--- config.mk ---
export PLATFORM = sky130hd
export DESIGN_NAME = ude_endpoint_status
export DESIGN_NICKNAME = d
export VERILOG_FILES = /design/src/ude_pkg.sv /design/src/ude_endpoint_status.sv
export VERILOG_INCLUDE_DIRS = /design/src
export SDC_FILE = /design/constraint.sdc
export NUM_CORES = 1
export LEC_CHECK = 0
export ABC_AREA = 1
export ABC_CLOCK_PERIOD_IN_PS = 9300
export BUFFER_PORTS_ARGS = -buffer_cell sky130_fd_sc_hd__buf_2
export CAP_MARGIN = 10
export CORE_MARGIN = 8
export CORE_UTILIZATION = 51
export DETAILED_ROUTE_END_ITERATION = 12
export PLACE_DENSITY = 0.67
export SYNTH_ARGS = -nofsm -noshare
export SYNTH_HDL_FRONTEND = slang
export SYNTH_SLANG_ARGS = --single-unit
--- constraint.sdc ---
create_clock -name mclk_i -period 9.3 [get_ports mclk_i]
set_clock_uncertainty 0.15 [all_clocks]
set_input_delay 0.465 -clock mclk_i [delete_from_list [all_inputs] [get_ports mclk_i]]
set_output_delay 0.465 -clock mclk_i [all_outputs]
set_load 0.05 [all_outputs]
--- src/ude_map.svh ---
`ifndef UDE_MAP_SVH
`define UDE_MAP_SVH

// Register port address width and offsets
`define UDE_AW          3
`define UDE_A_TXSTAT    3'h0
`define UDE_A_TXCMD     3'h1
`define UDE_A_TXDATA    3'h2
`define UDE_A_RXSTAT    3'h3
`define UDE_A_EPCFG     3'h4
`define UDE_A_WARNEV    3'h5

// Transmit status fields
`define UDE_TS_URUN     7
`define UDE_TS_ACK      6
`define UDE_TS_DONE     5
`define UDE_TX_FREE_MAX 5'h1f

// Transmit command fields
`define UDE_TC_ARM      0
`define UDE_TC_FINAL    1
`define UDE_TC_TOG      2
`define UDE_TC_FLUSH    3
`define UDE_TC_REFILL   4
`define UDE_TC_WARN_LO  5
`define UDE_TC_WARN_HI  6
`define UDE_TC_IGN      7

// Warning level codes and thresholds
`define UDE_WL_OFF      2'h0
`define UDE_WL_4        2'h1
`define UDE_WL_8        2'h2
`define UDE_WL_16       2'h3
`define UDE_WARN_4      8'h04
`define UDE_WARN_8      8'h08
`define UDE_WARN_16     8'h10

// Receive status saturation
`define UDE_RX_CNT_MAX  4'hf

// Endpoint configuration fields
`define UDE_CF_ISO      0
`define UDE_CF_STALL    1

// Warning event field
`define UDE_WE_TXLOW    0

// Reset values
`define UDE_RST_BYTE    8'h00

`endif

--- src/ude_pkg.sv ---
package ude_pkg;

  // Transmit state machine, one-hot
  typedef enum logic [3:0] {
    UDE_ST_IDLE  = 4'b0001,
    UDE_ST_SEND  = 4'b0010,
    UDE_ST_ABORT = 4'b0100,
    UDE_ST_HS    = 4'b1000
  } ude_tx_state_t;

  // Events from the serial engine for the transmit endpoint
  typedef struct packed {
    logic in_tok;
    logic pop;
    logic eop;
    logic host_ack;
    logic host_noack;
    logic sof;
  } ude_tx_ev_t;

  // Controls and data to the serial engine
  typedef struct packed {
    logic       go;
    logic       stall;
    logic       pid1;
    logic       avail;
    logic       pkt_final;
    logic       force_err;
    logic [7:0] data;
  } ude_tx_ctl_t;

  // Events from the serial engine for the receive endpoint
  typedef struct packed {
    logic good;
    logic err;
    logic setup;
    logic pid1;
    logic zero_len;
  } ude_rx_ev_t;

  // One copy of receive status flags
  typedef struct packed {
    logic err;
    logic setup;
    logic tog;
    logic last;
  } ude_rx_stat_t;

endpackage : ude_pkg

--- src/ude_endpoint_status.sv ---
`timescale 1ns/100ps
`include "ude_map.svh"

module ude_endpoint_status #(
  parameter int DEPTH_LOG2 = 6
) (
  // Clock and reset
  input  wire logic                    mclk_i,
  input  wire logic                    rst_n_i,
  // Register port
  input  wire logic [`UDE_AW-1:0]      reg_addr_i,
  input  wire logic [7:0]              reg_wdata_i,
  input  wire logic                    reg_wr_i,
  input  wire logic                    reg_rd_i,
  output logic      [7:0]              reg_rdata_o,
  // Serial engine, transmit side
  input  ude_pkg::ude_tx_ev_t          tx_ev_i,
  output ude_pkg::ude_tx_ctl_t         tx_ctl_o,
  // Serial engine, receive side
  input  ude_pkg::ude_rx_ev_t          rx_ev_i,
  input  wire logic [DEPTH_LOG2:0]     rx_level_i,
  input  wire logic                    frame_lsb_i,
  // Warning event to the event logic
  output logic                         tx_low_warn_o
);
  import ude_pkg::*;

  localparam int PW    = DEPTH_LOG2 + 1;
  localparam int DEPTH = 1 << DEPTH_LOG2;

  ude_tx_state_t st_q, st_d;
  logic [PW-1:0] wp_q, wp_d, rp_q, rp_d, save_q, save_d;
  logic          arm_q, arm_d, fin_q, fin_d, tog_q, tog_d;
  logic          flush_q, flush_d, refill_q, refill_d, ign_q, ign_d;
  logic [1:0]    wlvl_q, wlvl_d;
  logic          done_q, done_d, ack_q, ack_d, urun_q, urun_d;
  logic          go_d, stall_d, ferr_d;
  logic          iso_q, stallcfg_q, warn_q;
  logic [7:0]    mem [DEPTH];
  logic [7:0]    rdata_q;
  ude_tx_ctl_t   ctl_q;
  ude_rx_stat_t  rxm_q, rxm_d, rxs_q, rxs_d, rx_new;
  logic          secv_q, secv_d, zlp_q, zlp_d;

  // Strobe decode for one register
  function automatic logic hit(input logic [`UDE_AW-1:0] a,
                               input logic stb,
                               input logic [`UDE_AW-1:0] target);
    hit = stb && (a == target);
  endfunction : hit

  // Access decode
  wire wr_txc = hit(reg_addr_i, reg_wr_i, `UDE_A_TXCMD);
  wire wr_txd = hit(reg_addr_i, reg_wr_i, `UDE_A_TXDATA);
  wire wr_cfg = hit(reg_addr_i, reg_wr_i, `UDE_A_EPCFG);
  wire rd_txs = hit(reg_addr_i, reg_rd_i, `UDE_A_TXSTAT);
  wire rd_rxs = hit(reg_addr_i, reg_rd_i, `UDE_A_RXSTAT);
  wire rd_wev = hit(reg_addr_i, reg_rd_i, `UDE_A_WARNEV);

  // FIFO fill state
  wire [PW-1:0] bytes  = wp_q - rp_q;
  wire [PW-1:0] free   = PW'(DEPTH) - bytes;
  wire          empty  = (bytes == '0);
  wire          full   = (bytes == PW'(DEPTH));
  wire [4:0]    free_s = (free > PW'(`UDE_TX_FREE_MAX)) ? `UDE_TX_FREE_MAX : free[4:0];

  wire lsb_match = (frame_lsb_i == tog_q);
  wire tx_ok     = !iso_q || ign_q || lsb_match;
  wire [7:0] wd  = reg_wdata_i;

  // Transmit control next state
  always_comb begin
    st_d     = st_q;
    wp_d     = wp_q;
    rp_d     = rp_q;
    save_d   = save_q;
    arm_d    = arm_q;
    fin_d    = fin_q;
    tog_d    = tog_q;
    flush_d  = flush_q;
    refill_d = refill_q;
    ign_d    = ign_q;
    wlvl_d   = wlvl_q;
    done_d   = done_q;
    ack_d    = ack_q;
    urun_d   = urun_q;
    go_d     = 1'b0;
    stall_d  = 1'b0;
    ferr_d   = 1'b0;
    // Clear on status read; later sets override
    if (rd_txs) begin
      done_d = 1'b0;
      ack_d  = 1'b0;
      urun_d = 1'b0;
    end
    // Payload bytes only enter the FIFO
    if (wr_txd && !full) begin
      wp_d = wp_q + 1'b1;
    end
    unique case (st_q)
      UDE_ST_IDLE: begin
        if (tx_ev_i.in_tok && stallcfg_q) begin
          stall_d = 1'b1;
          done_d  = 1'b1;
          arm_d   = 1'b0;
        end else if (tx_ev_i.in_tok && arm_q && tx_ok) begin
          go_d = 1'b1;
          st_d = UDE_ST_SEND;
        end else if (tx_ev_i.sof && iso_q && !ign_q && arm_q && lsb_match) begin
          done_d = 1'b1;
          ack_d  = 1'b0;
          arm_d  = 1'b0;
          fin_d  = 1'b0;
          wp_d   = '0;
          rp_d   = '0;
        end
      end
      UDE_ST_SEND, UDE_ST_ABORT: begin
        if (tx_ev_i.pop && !empty) begin
          rp_d = rp_q + 1'b1;
        end else if (tx_ev_i.pop && !fin_q && st_q == UDE_ST_SEND) begin
          urun_d = 1'b1;
          ferr_d = 1'b1;
          st_d   = UDE_ST_ABORT;
        end
        if (tx_ev_i.eop) begin
          arm_d = 1'b0;
          fin_d = 1'b0;
          if (iso_q) begin
            done_d = 1'b1;
            ack_d  = (st_q == UDE_ST_SEND);
            st_d   = UDE_ST_IDLE;
          end else begin
            st_d = UDE_ST_HS;
          end
        end
      end
      UDE_ST_HS: begin
        if (tx_ev_i.host_ack || tx_ev_i.host_noack) begin
          done_d = 1'b1;
          ack_d  = tx_ev_i.host_ack;
          st_d   = UDE_ST_IDLE;
        end
      end
      default: begin
        st_d = UDE_ST_IDLE;
      end
    endcase
    if (flush_q && st_q == UDE_ST_IDLE) begin
      wp_d    = '0;
      rp_d    = '0;
      flush_d = 1'b0;
    end
    if (refill_q && st_q == UDE_ST_IDLE) begin
      rp_d     = save_q;
      refill_d = 1'b0;
    end
    // Firmware command write
    if (wr_txc) begin
      arm_d  = wd[`UDE_TC_ARM];
      fin_d  = wd[`UDE_TC_FINAL];
      tog_d  = wd[`UDE_TC_TOG];
      ign_d  = wd[`UDE_TC_IGN];
      wlvl_d = {wd[`UDE_TC_WARN_HI], wd[`UDE_TC_WARN_LO]};
      if (wd[`UDE_TC_FINAL] && !fin_q) begin
        save_d = rp_q;
      end
      if (wd[`UDE_TC_FLUSH]) begin
        flush_d = 1'b1;
      end
      if (wd[`UDE_TC_REFILL]) begin
        refill_d = 1'b1;
      end
    end
  end

  // Transmit state registers
  always_ff @(posedge mclk_i) begin
    if (!rst_n_i) begin
      st_q   <= UDE_ST_IDLE;
      wp_q   <= '0;
      rp_q   <= '0;
      save_q <= '0;
    end else begin
      st_q   <= st_d;
      wp_q   <= wp_d;
      rp_q   <= rp_d;
      save_q <= save_d;
    end
  end

  // Command and status bits
  always_ff @(posedge mclk_i) begin
    if (!rst_n_i) begin
      {arm_q, fin_q, tog_q, flush_q, refill_q, ign_q} <= '0;
      wlvl_q                   <= `UDE_WL_OFF;
      {done_q, ack_q, urun_q}  <= '0;
    end else begin
      {arm_q, fin_q, tog_q}    <= {arm_d, fin_d, tog_d};
      {flush_q, refill_q}      <= {flush_d, refill_d};
      ign_q                    <= ign_d;
      wlvl_q                   <= wlvl_d;
      {done_q, ack_q, urun_q}  <= {done_d, ack_d, urun_d};
    end
  end

  // FIFO storage
  always_ff @(posedge mclk_i) begin
    if (wr_txd && !full) begin
      mem[wp_q[DEPTH_LOG2-1:0]] <= wd;
    end
  end

  // Warning threshold select
  // Level decode
  wire [7:0] thr = (wlvl_q == `UDE_WL_4) ? `UDE_WARN_4 :
                   (wlvl_q == `UDE_WL_8) ? `UDE_WARN_8 : `UDE_WARN_16;
  wire warn_set  = arm_q && (wlvl_q != `UDE_WL_OFF) && (bytes <= PW'(thr));

  // Endpoint configuration and warning event
  always_ff @(posedge mclk_i) begin
    if (!rst_n_i) begin
      iso_q      <= 1'b0;
      stallcfg_q <= 1'b0;
      warn_q     <= 1'b0;
    end else begin
      if (wr_cfg) begin
        iso_q      <= wd[`UDE_CF_ISO];
        stallcfg_q <= wd[`UDE_CF_STALL];
      end
      warn_q <= warn_set || (warn_q && !rd_wev);
    end
  end

  // Controls to the serial engine
  always_ff @(posedge mclk_i) begin
    if (!rst_n_i) begin
      ctl_q <= '0;
    end else begin
      ctl_q.go        <= go_d;
      ctl_q.stall     <= stall_d;
      ctl_q.pid1      <= tog_d && !iso_q;
      ctl_q.avail     <= (wp_d != rp_d);
      ctl_q.pkt_final <= fin_d;
      ctl_q.force_err <= ferr_d;
      ctl_q.data      <= mem[rp_d[DEPTH_LOG2-1:0]];
    end
  end

  // New receive status from a good packet
  always_comb begin
    rx_new       = '0;
    rx_new.last  = 1'b1;
    rx_new.setup = rx_ev_i.setup;
    rx_new.tog   = iso_q ? frame_lsb_i : rx_ev_i.pid1;
  end

  // Receive status copies
  always_comb begin
    rxm_d  = rxm_q;
    rxs_d  = rxs_q;
    secv_d = secv_q;
    zlp_d  = zlp_q;
    if (rd_rxs) begin
      rxm_d  = secv_q ? rxs_q : '0;
      secv_d = 1'b0;
      zlp_d  = 1'b0;
    end
    if (rx_ev_i.good) begin
      if (rx_ev_i.setup && !rx_ev_i.zero_len && zlp_q && !rd_rxs) begin
        rxs_d  = rx_new;
        secv_d = 1'b1;
      end else begin
        rxm_d.last  = 1'b1;
        rxm_d.setup = rxm_d.setup || rx_new.setup;
        rxm_d.tog   = rx_new.tog;
        zlp_d       = rx_ev_i.zero_len;
      end
    end
    if (rx_ev_i.err) begin
      rxm_d.err = 1'b1;
    end
  end

  // Receive status registers
  always_ff @(posedge mclk_i) begin
    if (!rst_n_i) begin
      rxm_q  <= '0;
      rxs_q  <= '0;
      secv_q <= 1'b0;
      zlp_q  <= 1'b0;
    end else begin
      rxm_q  <= rxm_d;
      rxs_q  <= rxs_d;
      secv_q <= secv_d;
      zlp_q  <= zlp_d;
    end
  end

  wire [3:0] rx_cnt = (rx_level_i > PW'(`UDE_RX_CNT_MAX)) ? `UDE_RX_CNT_MAX
                                                         : rx_level_i[3:0];

  // Read data images
  wire [7:0] txs_img = {urun_q, ack_q, done_q, free_s};
  wire [7:0] txc_img = {ign_q, wlvl_q, refill_q, flush_q, tog_q, fin_q, arm_q};
  wire [7:0] rxs_img = {rxm_q.err, rxm_q.setup, rxm_q.tog, rxm_q.last, rx_cnt};
  wire [7:0] cfg_img = {6'h00, stallcfg_q, iso_q};
  wire [7:0] wev_img = {7'h00, warn_q};
  wire [7:0] rd_mux  = (reg_addr_i == `UDE_A_TXSTAT) ? txs_img :
                       (reg_addr_i == `UDE_A_TXCMD)  ? txc_img :
                       (reg_addr_i == `UDE_A_RXSTAT) ? rxs_img :
                       (reg_addr_i == `UDE_A_EPCFG)  ? cfg_img :
                       (reg_addr_i == `UDE_A_WARNEV) ? wev_img : `UDE_RST_BYTE;

  // Read data for one cycle after the strobe
  always_ff @(posedge mclk_i) begin
    if (!rst_n_i) begin
      rdata_q <= `UDE_RST_BYTE;
    end else begin
      rdata_q <= reg_rd_i ? rd_mux : `UDE_RST_BYTE;
    end
  end

  assign reg_rdata_o   = rdata_q;
  assign tx_ctl_o      = ctl_q;
  assign tx_low_warn_o = warn_q;

endmodule : ude_endpoint_status

# Yosys cells after proc, flatten, opt, wreduce, memory -nomap -nowiden

Memory sizes are Yosys's and may differ from the RTL's. A register that Yosys moved wholly into a read port is not among the register bits.
Index checks and enable logic that the tools add are counted.

Register bits: 61
Output and inout bits: 23
Logic and storage cells: 207
Memories: 1
RAM bits: 512
Input bits: 34

Reductions and logical operators: 56
Bitwise operators: 3
Magnitude comparators: 3
Muxes and demuxes: 83
Equality and inequality tests: 25
Add/sub/neg operators: 4

Memory list:

| memory | depth | width | rd ports | clocked after Yosys merged registers in | write ports | line                      | RTL |
|---|---|---|---|---|---|---|---|
| mem    | 64    | 8     | 1        | 1                                       | 1           | ude_endpoint_status.sv:39 | `logic [7:0] mem [DEPTH];` |

Operator list:

| operator              | count |
|---|---|
| $mux W7               | 12 |
| $mux W1               | 46 |
| $mux W4               | 9 |
| $logic_and A1 B1 Y1   | 27 |
| $mux W8               | 3 |
| $ne A3 B3 Y1 const B  | 6 |
| $mux W5               | 3 |
| $add A7 B1 Y7 const B | 2 |
| $pmux W7 S2           | 1 |
| $pmux W4 S3           | 1 |
| $reduce_and A5 Y1     | 2 |
| $logic_not A1 Y1      | 9 |
| $mux W3               | 3 |
| $ne A4 B4 Y1 const B  | 2 |
| $reduce_and A2 Y1     | 4 |
| $eq A7 B7 Y1 const B  | 1 |
| $gt A7 B4 Y1 const B  | 1 |
| $gt A7 B5 Y1 const B  | 1 |
| $le A7 B5 Y1          | 1 |
| $logic_not A7 Y1      | 1 |
| $ne A7 B7 Y1          | 1 |
| $sub A7 B7 Y7         | 1 |
| $sub A7 B7 Y7 const A | 1 |
| $eq A3 B2 Y1 const B  | 2 |
| other kinds (21)      | 34 |

# Logic depth before layout (Yosys ltp)

Word-level depth: 11
Mapped depth: 27
Depth with buffers taken out: 26

# Worst setup path after synthesis

Ideal clock, no wire load.

Path kind: register to register
Start: register wp_q[0]
End: register ctl_q (netlist bit tx_ctl_o[10])
Arrival: 3.466 ns
Cell stages (with the launch flop): 23
Path buffers: 0
Period minus slack after synthesis: 3.744 ns
Required time: 9.022 ns
Path slack: 5.556 ns
Library setup time: 0.128 ns
Cells stage by stage: dfxtp_1 inv_1 ha_1 inv_1 fa_1 inv_1 ha_1 inv_1 nor2_2 nand3_2 nor2_4 nand2_1 inv_1 nand3_1 nand2_1 nor2_1 nand2_1 nor3_1 nor2_1 nand3_1 nand4_1 nor2_1 nor2_1

Longest elaborated chain between the ends: 11

RTL lines:

| item                     | line                       | RTL |
|---|---|---|
| start: declaration       | ude_endpoint_status.sv:32  | `logic [PW-1:0] wp_q, wp_d, rp_q, rp_d, save_q, save_d;` |
| start signal: assignment | ude_endpoint_status.sv:186 | `wp_q <= wp_d;` |
| $sub A7 B7 Y7            | ude_endpoint_status.sv:61  | `wire [PW-1:0] bytes = wp_q - rp_q;` |
| $eq A7 B7 Y1             | ude_endpoint_status.sv:64  | `wire full = (bytes == PW'(DEPTH));` |
| $logic_not A1 Y1         | ude_endpoint_status.sv:97  | `if (wr_txd && !full) begin` |
| $logic_and A1 B1 Y1      | ude_endpoint_status.sv:97  |  |
| $mux W7                  | ude_endpoint_status.sv:97  |  |
| $mux W7                  | ude_endpoint_status.sv:109 | `end else if (tx_ev_i.sof && iso_q && !ign_q && arm_q && lsb_match) begin` |
| $mux W7                  | ude_endpoint_status.sv:106 | `end else if (tx_ev_i.in_tok && arm_q && tx_ok) begin` |
| $mux W7                  | ude_endpoint_status.sv:102 | `if (tx_ev_i.in_tok && stallcfg_q) begin` |
| $mux W7                  | ude_endpoint_status.sv:100 | `unique case (st_q)` |
| $mux W7                  | ude_endpoint_status.sv:149 | `if (flush_q && st_q == UDE_ST_IDLE) begin` |
| $ne A7 B7 Y1 (*)         | ude_endpoint_status.sv:243 | `ctl_q.avail <= (wp_d != rp_d);` |
| end: declaration         | ude_endpoint_status.sv:41  | `ude_tx_ctl_t ctl_q;` |

Mark *: on every way between the ends. The rest lies on a longest branch, timed or not.
A chain may end at the register's enable or synchronous reset.

# Worst setup path after layout

Start: register wp_q[0]
End: register tx_ctl_o[4] (netlist name)

Longest elaborated chain between the ends: 8

RTL lines:

| item                | line                       | RTL |
|---|---|---|
| $sub A7 B7 Y7       | ude_endpoint_status.sv:61  |  |
| $logic_not A7 Y1    | ude_endpoint_status.sv:63  | `wire empty = (bytes == '0);` |
| $logic_not A1 Y1    | ude_endpoint_status.sv:119 | `if (tx_ev_i.pop && !empty) begin` |
| $logic_and A1 B1 Y1 | ude_endpoint_status.sv:119 |  |
| $mux W7             | ude_endpoint_status.sv:119 |  |
| $pmux W7 S2         | ude_endpoint_status.sv:100 |  |
| $mux W7             | ude_endpoint_status.sv:149 |  |
| $mux W7             | ude_endpoint_status.sv:154 | `if (refill_q && st_q == UDE_ST_IDLE) begin` |

Every way passes these cells.

==> impl_results.md <==
* GR Util All Layers at 22.0%
* Grt total ovfl at 0
* Register area share after synthesis at between 60% and 70%
* Pwr/cell area at 277 nW/µm²
* Post-CTS Resized at 0
* Final ANT Viol Nets at 0
* Final core occ at 56.8%
* Placed Instances at around 2900
* Vias in the first global route at 16900
* Die Width at 239 µm
* Row count at 81
* Layout net count at ~2400
* Setup Viol. Count Final at 0
* Ratio of final minimum period to clock period at about two thirds
* Final hold viol count at 0
* Die area at 56900 µm²
* Maximum vdd ir drop at 280 µV
* First-pass GRT wire length at 97700 µm
* Max Cap Viol at 0
* Req. time, crit path at 9.64 ns
* Rel. slew slack at about a quarter
* Vias per inst at 5.72
* CP startpoint: wp_q[0]
* Total Routed Length at 63500 µm
* Yosys reg bits at 581
* Layout cell share with drive strength beyond 1 at under 10%
* # clock sinks at 581
* Area Growth Syn to Fin at 10.1%
* Critical-path maximum fanout at 102
* Largest net degree at the start of global routing at about 140
* Initial Util at 51.6%
* Dpl hpwl at 37200 µm
* Unrepaired setup endpoints after global routing: no
* Commonest cells after routing, fill and taps aside: edfxtp_1, nand3_1, inv_1
* Crit end category: flop
* PnR worst setup slack at ~3.1 ns
* Final Wtd Congestion at 0.890
* Post-synth ARST share at 0%
* RR Startpoint: wp_q[0]
* DR DRC count at 0
* TritonRoute pass-1 iters at 6
* Setup TNS at 0 ns
* Syn Nets at between 2000 and 2500
* Commonest non-fill, non-tap cell in the layout: edfxtp_1
* IO Pins at 57
* EDFF count, synth at about 510
* Die Height at 239 µm
* Max Root-Sink Buffers at 3
* CTS tree: done
* Yosys Warn Count at 0
* H-Tree Depth at 2
* Root cell of the clock tree: clkbuf_16
* CP Data Arrival Time at 6.51 ns
* Ys flop type: edfxtp_1
* FILL cells at 4065
* Vias after detailed routing at 17400
* Worst-skew pair later-pin latency at 0.62 ns
* # port buffers at 56
* Slew at the pin closest to its max-slew limit at 1.13 ns
* Syn Area/Cell at 10.9 µm²
* Hold_sp: tx_ev_i[5]
* Setup crit start kind: flop
* Slew Limit Fails at 0
* Crit Path Class: flop to flop
* Final std cells w/o fill at between 3000 and 4000
* Static Leak at just over 10 nW
* Core area at roughly 50000 µm²
* Status: finished, final reports clean
* CTS clk-pin slew, worst paths at ~0.060 ns
* Max Fclk at roughly 0.16 GHz
* Post-Syn Area at between 20000 and 30000 µm²
* Netlist cell types at 48
* Avg WL per Cell at 20.8 µm
* Minimum clock period at 6.17 ns
* Area post-placement at 25900 µm²
* Antenna fix cells at 0
* Initial antenna violation count at 2
* Pre-CTS setup slack at 3.32 ns
* TritonCTS buffer count at a little under 60
* Hold Path Class: input port to flop
* Post-Synthesis Cells at between 2000 and 2500
* 1st-iter DRT viols at 2216
* Non-Filler Cell Area, Final at between 20000 and 30000 µm²
==> flip-flops by register name (all words and copies together) (netlist names), 2 cells and up <==
name         cells
wp_q             7
wlvl_q           2
reg_rdata_o      8
save_q           7
rp_q             7
rxs_q            3
st_q             4
mem            512
rxm_q            4
tx_ctl_o        14
==> cells in the mapped netlist (8+ instances only) <==
cell        n  area [µm²]
clkbuf_1   44         165
nand3b_1   28         210
ha_1       16         200
edfxtp_1  512       15400
a31oi_1     8        50.1
xor2_1      9        78.8
nand3_1   313        1570
o211ai_1   95         713
or2_2      14        87.6
nand4_1    11        68.8
buf_2      29         145
nand2_1   270        1010
buf_6      12         135
nor3_1     16        80.1
dfxtp_1    69        1380
buf_4      30         225
a21oi_1   104         521
o21ai_1    33         165
nor2_1    171         642
o21ai_0   178         891
inv_1     295        1110
==> path summary, 6_finish.rpt <==
path | endpoint | slack (ns) | depth (start not counted)
worst max-delay path | tx_ctl_o[4] | 3.13 | 25
worst max register to register | tx_ctl_o[4] | 3.13 | 25
worst min register to register | rxs_q[1] | 0.30 | 2
worst min-delay path | tx_ctl_o[12] | 0.06 | 3
==> stage by stage <==
| stage | power (W) | hold WS (ns) |
|---|---|---|
| after floorplan | 0.00455 | 0.274 |
| after global placement | 0.00535 | 0.286 |
| after detailed placement | 0.00537 | 0.294 |
| after CTS | 0.00767 | 0.0191 |
| after global routing | 0.00803 | 0.0549 |
| final | 0.00771 | 0.0553 |
==> repair_timing <==
item | 4_1_cts | 5_1_grt
buffers inserted | 0 | 0
hold buffers | 5 | 0
endpoints found under the hold margin | 4 | 0
==> power by group <==
group / leakage, nW / total [W] / internal [W] / switching [W]
clock network: 0.907 / 0.00232 / 0.00133 / 0.000988
logic: 4.13 / 0.00246 / 0.000649 / 0.00181
registers: 5.16 / 0.00293 / 0.00289 / 0.0000466
total: 10.2 / 0.00771 / 0.00486 / 0.00285
==> cells by family after synthesis <==
| logic type | Yosys count | synth area share (%) |
|---|---|---|
| compound gates | 434 | 9.80 |
| flops | 581 | 66.3 |
| fa+ha+maj | 17 | 0.872 |
| xor+xnor | 14 | 0.485 |
| buf+inv | 421 | 7.31 |
| simple gates | 844 | 15.2 |
==> worst max-delay path, cell delays in order, from the launching register on <==
cell	delay (ns)
dfxtp_1	0.34
inv_1	0.13
ha_1	0.22
inv_1	0.11
fa_1	0.45
inv_1	0.10
ha_1	0.19
inv_1	0.07
nor2_2	0.12
nand3_2	0.12
nor2_4	0.13
nand3_4	0.12
nand3_1	0.09
nand2_1	0.05
nand2_1	0.10
nand2_4	0.31
nand2_8	0.60
buf_4	0.72
buf_4	0.83
a21oi_1	0.14
o21ai_0	0.12
nand3_1	0.14
nand3_1	0.19
nand3_1	0.10
nand3_1	0.11
nand2_1	0.09
==> per-layer routing <==
layer	GRT usage (%)	vias up	part of all wire (%)	wire (µm)
met1	30.5	8409	43	27200
li1	-	8151	-	-
met4	8.09	2	3.3	2080
met5	0	-	0.019	12
met2	34.5	744	46	29100
met3	4.29	142	8.1	5150
==> layout make-up <==
| type | instances | area, µm² | area share, % |
|---|---|---|---|
| clock inverter | 35 | 327 | 1.17 |
| multi-input combinational | 1309 | 6720 | 24.1 |
| timing repair buffer | 86 | 518 | 1.86 |
| inverter | 304 | 1140 | 4.11 |
| tap | 664 | 831 | 2.99 |
| clock buffer | 73 | 1530 | 5.50 |
| sequential | 581 | 16800 | 60.2 |
Note: power is estimated with default switching activity, not from simulation.
